$ cat config.mk
export PLATFORM = sky130hd
export DESIGN_NAME = ffs_sequencer
export DESIGN_NICKNAME = d
export VERILOG_FILES = /design/src/ffs_pkg.sv /design/src/ffs_phase_gen.sv /design/src/ffs_sequencer.sv
export SDC_FILE = /design/constraint.sdc
export NUM_CORES = 1
export LEC_CHECK = 0
export BUFFER_PORTS_ARGS = -buffer_cell sky130_fd_sc_hd__buf_2
export CAP_MARGIN = 5
export CORE_MARGIN = 3
export CORE_UTILIZATION = 47
export CTS_BUF_LIST = sky130_fd_sc_hd__clkbuf_4
export DETAILED_ROUTE_END_ITERATION = 7
export GPL_ROUTABILITY_DRIVEN = 0
export PLACE_DENSITY = 0.73
export SLEW_MARGIN = 20
export SYNTH_ARGS = -nofsm -noshare
export SYNTH_HDL_FRONTEND = slang
export SYNTH_SLANG_ARGS = --single-unit
$ cat constraint.sdc
create_clock -name clk -period 3.8 [get_ports clk]
set_input_delay 0.95 -clock clk [delete_from_list [all_inputs] [get_ports clk]]
set_output_delay 0.95 -clock clk [all_outputs]
set_load 0.03 [all_outputs]
$ cat src/ffs_pkg.sv
package ffs_pkg;
  localparam int PC_W = 12;
  localparam int INSN_W = 16;
  localparam logic [11:0] RESET_VECTOR = 12'h000;
  localparam int PAGE_BITS = 8;
  // Wake-up start-up waits in system clocks.
  localparam logic [4:0] WAKE_CLKS_HS = 5'h10;
  localparam logic [4:0] WAKE_CLKS_LS = 5'h02;
  localparam logic [1:0] PH_FIRST = 2'h0;
  localparam logic [1:0] PH_LAST = 2'h3;
  typedef enum logic [3:0]
  {
    FFS_HALT = 4'h1,
    FFS_WAKE = 4'h2,
    FFS_RUN = 4'h4,
    FFS_DUMMY = 4'h8
  } ffs_state_t;
endpackage

$ cat src/ffs_phase_gen.sv
`timescale 1ns/1ps
module ffs_phase_gen (
  clk,
  sys_rst,
  run,
  phase
);
  import ffs_pkg::*;
  input wire logic clk;
  input wire logic sys_rst;
  input wire logic run;
  output logic [3:0] phase;
  logic [1:0] cnt;
  always_ff @(posedge clk or posedge sys_rst)
  begin
    if (sys_rst)
      cnt <= PH_FIRST;
    else if (!run)
      cnt <= PH_FIRST;
    else
      cnt <= cnt + 2'h1;
  end
  // One-hot phase strobes; exactly one active per clock while running.
  assign phase = run ? (4'h1 << cnt) : 4'h0;
endmodule

$ cat src/ffs_sequencer.sv
`timescale 1ns/1ps
module ffs_sequencer (
  clk,
  sys_rst,
  halt_req,
  wake_req,
  low_speed_internal_osc,
  prog_addr,
  prog_rd,
  prog_data,
  exec_insn,
  exec_valid,
  exec_phase,
  branch_taken,
  branch_target,
  skip_taken,
  pc_low_byte_wr,
  pc_low_byte,
  pc,
  halted,
  dummy_cycle,
  instruction_phase_clocks
);
  import ffs_pkg::*;
  input wire logic clk;
  input wire logic sys_rst;
  input wire logic halt_req;
  input wire logic wake_req;
  input wire logic low_speed_internal_osc;
  output logic [ffs_pkg::PC_W-1:0] prog_addr;
  output logic prog_rd;
  input wire logic [ffs_pkg::INSN_W-1:0] prog_data;
  output logic [ffs_pkg::INSN_W-1:0] exec_insn;
  output logic exec_valid;
  output logic [2:0] exec_phase;
  input wire logic branch_taken;
  input wire logic [ffs_pkg::PC_W-1:0] branch_target;
  input wire logic skip_taken;
  input wire logic pc_low_byte_wr;
  input wire logic [7:0] pc_low_byte;
  output logic [ffs_pkg::PC_W-1:0] pc;
  output logic halted;
  output logic dummy_cycle;
  output logic [3:0] instruction_phase_clocks;

  ffs_state_t state;
  ffs_state_t next_state;
  logic [4:0] wake_cnt;
  logic [ffs_pkg::INSN_W-1:0] fetch_buf;
  logic fetch_valid;
  logic run;
  wire t1;
  wire t4;
  wire cycle_end;
  wire flush;
  wire [ffs_pkg::PC_W-1:0] page_jump;
  wire [ffs_pkg::PC_W-1:0] redirect_target;

  assign run = (state == FFS_RUN) || (state == FFS_DUMMY);

  ffs_phase_gen u_phase (
    .clk(clk),
    .sys_rst(sys_rst),
    .run(run),
    .phase(instruction_phase_clocks)
  );

  assign t1 = instruction_phase_clocks[0];
  assign t4 = instruction_phase_clocks[3];
  assign cycle_end = t4;
  // Execute strobes for decode and execution during phases two to four.
  assign exec_phase = exec_valid ?
    instruction_phase_clocks[3:1] : 3'h0;
  // A page jump keeps the high bits of the address being executed.
  assign page_jump = {pc[PC_W-1:PAGE_BITS], pc_low_byte};
  assign flush = exec_valid && state == FFS_RUN &&
    (branch_taken || skip_taken || pc_low_byte_wr);
  assign prog_rd = t1 && run;
  assign dummy_cycle = state == FFS_DUMMY;
  assign halted = state == FFS_HALT;

  always_comb
  begin
    next_state = state;
    case (state)
      FFS_HALT:
        if (wake_req)
          next_state = FFS_WAKE;
      FFS_WAKE:
        if (wake_cnt == 5'h01)
          next_state = FFS_RUN;
      FFS_RUN:
        if (cycle_end && halt_req)
          next_state = FFS_HALT;
        else if (cycle_end && flush)
          next_state = FFS_DUMMY;
      FFS_DUMMY:
        if (cycle_end)
          next_state = FFS_RUN;
      default:
        next_state = FFS_HALT;
    endcase
  end

  always_ff @(posedge clk or posedge sys_rst)
  begin
    if (sys_rst)
      state <= FFS_RUN;
    else
      state <= next_state;
  end

  // Start-up timer: loaded on wake, counts system clocks down.
  always_ff @(posedge clk or posedge sys_rst)
  begin
    if (sys_rst)
      wake_cnt <= 5'h00;
    else if (state == FFS_HALT && wake_req)
      wake_cnt <= low_speed_internal_osc ? WAKE_CLKS_LS
                                         : WAKE_CLKS_HS;
    else if (state == FFS_WAKE && wake_cnt != 5'h00)
      wake_cnt <= wake_cnt - 5'h01;
  end

  // The target is loaded at the end of the flushed cycle, so the phase one
  // of the dummy cycle already fetches the correct word.
  assign redirect_target = pc_low_byte_wr ? page_jump :
    (branch_taken ? branch_target : prog_addr + 12'h001);

  // Fetch address and pc: pc names the instruction in execution.
  // Halting keeps the prefetched address (the redirect target if a flush ends the same cycle), so that word is fetched on wake.
  always_ff @(posedge clk or posedge sys_rst)
  begin
    if (sys_rst)
      prog_addr <= RESET_VECTOR;
    else if (t4 && flush)
      prog_addr <= redirect_target;
    else if (t4 && run && next_state != FFS_HALT)
      prog_addr <= prog_addr + 12'h001;
  end

  always_ff @(posedge clk or posedge sys_rst)
  begin
    if (sys_rst)
      fetch_buf <= '0;
    else if (t1 && run)
      fetch_buf <= prog_data;
  end

  // Hand the fetched word to execution at the cycle boundary.
  always_ff @(posedge clk or posedge sys_rst)
  begin
    if (sys_rst)
    begin
      exec_insn <= '0;
      exec_valid <= 1'b0;
      pc <= RESET_VECTOR;
      fetch_valid <= 1'b0;
    end
    else if (!run)
    begin
      exec_valid <= 1'b0;
      fetch_valid <= 1'b0;
    end
    else if (t1)
      fetch_valid <= 1'b1;
    else if (t4)
    begin
      exec_insn <= fetch_buf;
      exec_valid <= fetch_valid && next_state == FFS_RUN;
      pc <= prog_addr;
    end
  end
endmodule

## Yosys cells after proc, flatten, opt, wreduce, memory -nomap -nowiden

Index checks and enable logic that the tools add are counted.

- Register bits: 69
- Input bits: 44
- Output and inout port bits: 51
- Logic and storage cells: 63

- $add $sub $neg: 3
- Eq/ne operators: 10
- Shift operators: 1
- Multiplexer cells: 21
- Bitwise operators: 1
- Reductions and logical operators: 18

Operators by type and width:

| operator | number |
|---|---|
| 2-to-1 mux 12 bit | 4 |
| 2-to-1 mux 4 bit | 6 |
| case mux 4 bit (4 select lines) | 1 |
| 2-to-1 mux 5 bit | 3 |
| adder 12 x 1 -> 12 bit, second input constant | 1 |
| logical AND 1 bit | 10 |
| equality test 4 x 3 -> 1 bit, second input constant | 2 |
| != test 2 bit, second input constant | 3 |
| equality test 5 x 1 -> 1 bit, second input constant | 1 |
| 2-to-1 mux 1 bit | 5 |
| nonzero test 5 bit | 1 |
| subtractor 5 x 1 -> 5 bit, second input constant | 1 |
| equality test 4 x 1 -> 1 bit, second input constant | 1 |
| equality test 4 x 2 -> 1 bit, second input constant | 1 |
| equality test 4 bit, second input constant | 1 |
| != test 4 x 1 -> 1 bit, second input constant | 1 |
| nonzero test 2 bit | 2 |
| << shifter 1 x 2 -> 4 bit, first input constant | 1 |
| logical OR 1 bit | 3 |
| 2-to-1 mux 3 bit | 1 |
| AND reduction 3 bit | 1 |
| adder 2 x 1 -> 2 bit, second input constant | 1 |
| 2-to-1 mux 2 bit | 1 |
| AND reduction 2 bit | 1 |
| inverter 1 bit | 1 |

## Logic depth before layout (Yosys ltp)

- Word-level depth: 12
- Gate-level depth with buffers: 8
- Depth with buffers taken out: 7

## Cells and area by module

From an unflattened synthesis, not the netlist that was laid out.

- Cell total of the unflattened synthesis: 299
- Area, all modules: 3367.0 µm²

By module, submodules not included:

| module | instances | cells an instance | area an instance (µm²) | sequential area each (µm²) |
|---|---|---|---|---|
| ffs_sequencer | 1 | 284 | 3215.6 | 1677.9 |
| ffs_phase_gen | 1 | 15 | 151.4 | 50.0 |

## Least setup slack after synthesis

OpenSTA, ideal clock, no wires.

- Path kind: reg-to-output
- From: reg state[2]
- To: out instruction_phase_clocks[0]
- Data arrival time: 2115 ps
- Required time: 2850 ps
- Slack: 735 ps
- Stages on the path, launching flop included: 8
- Buffers on the path: 3
- Path through: dfstp_2 buf_2 xor2_1 nor3b_2 nand2_1 buf_2 inv_1 buf_4

- Longest elaborated chain between the ends: 3
- Elaborated cells between the ends (all ways): 4

Ends and longest elaborated chain:

| what | RTL line | text |
|---|---|---|
| start: declaration | ffs_sequencer.sv:46 | `ffs_state_t state;` |
| start signal: assignment | ffs_sequencer.sv:110 | `state <= next_state;` |
| equality test 4 x 3 -> 1 bit or equality test 4 bit (tied branches) | ffs_sequencer.sv:59 | `assign run = (state == FFS_RUN) \|\| (state == FFS_DUMMY);` |
| logical OR 1 bit (*) | ffs_sequencer.sv:59 |  |
| 2-to-1 mux 4 bit (*) | ffs_phase_gen.sv:24 | `assign phase = run ? (4'h1 << cnt) : 4'h0;` |
| end: declaration | ffs_sequencer.sv:44 | `output logic [3:0] instruction_phase_clocks;` |

Every way passes the cells marked *; elsewhere a longest branch is shown, timed or not.

## Worst setup path after layout

Same ends and word-level chain as after synthesis.

==> flow_metrics.env <==
export IMPL_fin_nets=448
export IMPL_layout_cells_most_common="sky130_fd_sc_hd__buf_2"
export IMPL_worst_pin_slew_ns=0.787
export IMPL_post_cts_buffers=0
export IMPL_clkPwrFrac=0.277
export IMPL_synth_async_reset_ratio=1.00
export IMPL_grt_first_pass_wirelength_um=13300
export IMPL_final_period_utilization=0.864
export IMPL_drt_pass_1_iters=5
export IMPL_cell_family_with_the_largest_share_of_critical_path_delay="flip-flops"
export IMPL_fp_dieW_um=91.3
export IMPL_effective_utilization_at_floorplan=0.493
export IMPL_yosysSeqAreaShare=0.505
export IMPL_intPower_mw=1.18
export IMPL_setup_viol=0
export IMPL_fmax_mhz=305
export IMPL_timing_max_cap_violations=0
export IMPL_synthesized_netlist_net_count=354
export IMPL_path_clk_slew_ns=0.11
export IMPL_postSynth_topFlopCell="sky130_fd_sc_hd__dfrtp_1"
export IMPL_filler_cell_count=610
export IMPL_vias_per_cell=5.55
export IMPL_setup_worst_path_class="reg -> out"
export IMPL_r2r_end="prog_addr[0]"
export IMPL_power_per_cell_area_nw_per_um2=412
export IMPL_crit_fanout=17
export IMPL_leakage_nw=2.10
export IMPL_cts_hold_fix_buffers=0
export IMPL_final_hold_viol_count=0
export IMPL_fp_dieH_um=91.3
export IMPL_first_iter_violations=145
export IMPL_cells_taking_the_most_area_after_synthesis="sky130_fd_sc_hd__dfrtp_1 (50%), sky130_fd_sc_hd__mux2_2 (14%), sky130_fd_sc_hd__ha_1 (2.9%)"
export IMPL_timing_setup_tns_ns=0
export IMPL_maxSlewHeadroom=0.474
export IMPL_maxSlewViolCount=0
export IMPL_place_area_um2=3980
export IMPL_antenna_diode_count=0
export IMPL_ctsRootBufferMaster="sky130_fd_sc_hd__clkbuf_4"
export IMPL_r2r_start="state[0]"
export IMPL_r2r_slack_ns=0.91
export IMPL_mostFrequentLayoutCells="sky130_fd_sc_hd__buf_2 (94), sky130_fd_sc_hd__dfrtp_1 (68), sky130_fd_sc_hd__mux2_2 (44)"
export IMPL_fin_worst_hold_slack_ns=0.391
export IMPL_detailed_route_wire_length_um=8020
export IMPL_place_detailed_hpwl_um=5730
export IMPL_reg2reg_depth=6
export IMPL_crit_chain="xor2_1 > nor3b_2 > nand2_1 > buf_4 > inv_1 > buf_2"
export IMPL_p_sw_uw=512
export IMPL_critPathArrivalTime_ns=2.33
export IMPL_synth_cell_area_um2=3420
export IMPL_status="completed"
export IMPL_cts_htree_levels=3
export IMPL_postCtsResizedCells=0
export IMPL_ys_warn_count=0
export IMPL_swShare=0.302
export IMPL_critical_path_buf_inv_count=3
export IMPL_max_clock_path_buffers=2
export IMPL_startpoint_type="register"
export IMPL_num_io_pins=95
export IMPL_cts_tree="built"
export IMPL_rsz0062_at_grt="no"
export IMPL_placement_rows=30
export IMPL_worstPathRequired_ns=2.85
export IMPL_ys_ff_latch=69
export IMPL_grt_max_degree=40
export IMPL_min_delay_path_class="in -> async"
export IMPL_synth_lib_cells_used_distinct=54
export IMPL_cts_sinks=69
export IMPL_grt_pass1_vias=2807
export IMPL_multiInputGateArea_um2=1570
export IMPL_post_route_cell_area_um2=4120
export IMPL_share_comb_of_total_power=0.198
export IMPL_dominant_cell_type_by_area_after_synthesis="sky130_fd_sc_hd__dfrtp_1"
export IMPL_synth_area_per_cell_um2=11.3
export IMPL_critPathMaxStageDelay_ns=0.65
export IMPL_detail_route_antenna_nets=0
export IMPL_synthCells=302
export IMPL_worst_ir_drop_on_vdd_uv=275
export IMPL_post_route_cells_drive_above_1_share=0.425
export IMPL_final_period_minus_worst_setup_slack_ns=3.28
export IMPL_area_delta_synth_final_pct=20.2
export IMPL_detail_route_wl_per_cell_um=16.2
export IMPL_synth_top_cell_area_share=0.497
export IMPL_slowest_stage="sky130_fd_sc_hd__dfstp_2"
export IMPL_post_route_util=0.593
export IMPL_finClkSkew_ns=0.0171
export IMPL_antenna_found_initial=0
export IMPL_p_seq_frac=0.525
export IMPL_cts_buffers=9
export IMPL_synth_edf_count=0
export IMPL_num_vias=2754
export IMPL_design_die_area_um2=8340
export IMPL_drc_errors=0
export IMPL_end_kind="output pin"
export IMPL_worstSkewPairLatency_ns=0.41
export IMPL_grt_usage=0.200
export IMPL_gr_total_overflow=0
export IMPL_layout_area_seq_um2=1730
export IMPL_placement_io_buffers=94
export IMPL_core_area_um2=6940
through the flow:
step	power (mW)	cells	setup WS (ns)
after floorplan	1.14	302	0.735
after global placement	1.23	481	0.983
after detailed placement	1.24	481	0.930
after CTS	1.72	496	0.469
after global routing	1.80	496	0.252
final	1.69	496	0.517
power groups by stage:
stage          clock [mW]  sequential [mW]  combinational, mW
3_5_place_dp            0            0.905              0.336
6_report            0.470            0.889              0.335
2_1_floorplan           0            0.862              0.281
4_1_cts             0.488            0.890              0.338
3_3_place_gp            0            0.897              0.330
5_1_grt             0.519            0.906              0.372
logic make-up after synthesis:
group / share of synthesized area
AND/OR/NAND/NOR: 0.136
adder cells (fa/ha/maj): 0.0292
multiplexers: 0.151
AO/OA/AOI/OAI: 0.130
flip-flops: 0.505
buffers and inverters: 0.0362
XOR/XNOR: 0.0128
worst max-delay path by stage:
stage | startpoint | end | slack [ns] | cells after the start
after CTS | state[2] | instruction_phase_clocks[0] | 0.47 | 6
after floorplan | state[2] | instruction_phase_clocks[0] | 0.73 | 7
after global routing | state[2] | instruction_phase_clocks[0] | 0.25 | 6
after global placement | pc_low_byte_wr | prog_addr[0] | 0.98 | 6
final | state[2] | instruction_phase_clocks[0] | 0.52 | 6
after detailed placement | pc_low_byte_wr | prog_addr[0] | 0.93 | 6
cell type report:
class,instances,share of cell area
multi-input combinational,203,0.382
sequential,69,0.420
clock buffer,11,0.0201
tap,96,0.0292
inverter,13,0.0119
clock inverter,4,0.0122
timing repair buffer,100,0.125
synth_stat cells, types with 5 or more instances:
library cell                n
sky130_fd_sc_hd__dfrtp_1   68
sky130_fd_sc_hd__nand2_1   18
sky130_fd_sc_hd__o21ai_0    8
sky130_fd_sc_hd__nor3_1     5
sky130_fd_sc_hd__nand3_1   11
sky130_fd_sc_hd__a21oi_1    5
sky130_fd_sc_hd__a22oi_1    9
sky130_fd_sc_hd__a32oi_1    5
sky130_fd_sc_hd__nor2_1    13
sky130_fd_sc_hd__a31oi_1    9
sky130_fd_sc_hd__clkbuf_1   7
sky130_fd_sc_hd__nor4b_1    5
sky130_fd_sc_hd__buf_2      6
sky130_fd_sc_hd__and2_1     7
sky130_fd_sc_hd__ha_1       8
sky130_fd_sc_hd__inv_1     13
sky130_fd_sc_hd__mux2_2    44
state kept, by name, indices dropped and copies added (netlist names):
name / count
fetch_buf: 16
fetch_valid: 1
u_phase.cnt: 2
exec_valid: 1
prog_addr: 12
pc: 12
exec_insn: 16
wake_cnt: 5
state: 4
routing by layer:
metal / vias to the layer above / track usage / routed length [um]
li1: 1300 / - / -
met1: 1342 / 0.253 / 3420
met2: 102 / 0.319 / 3910
met3: 10 / 0.0704 / 601
met4: 0 / 0.0691 / 91
met5: - / 0 / 0
Power figures use the tool's default switching activity.
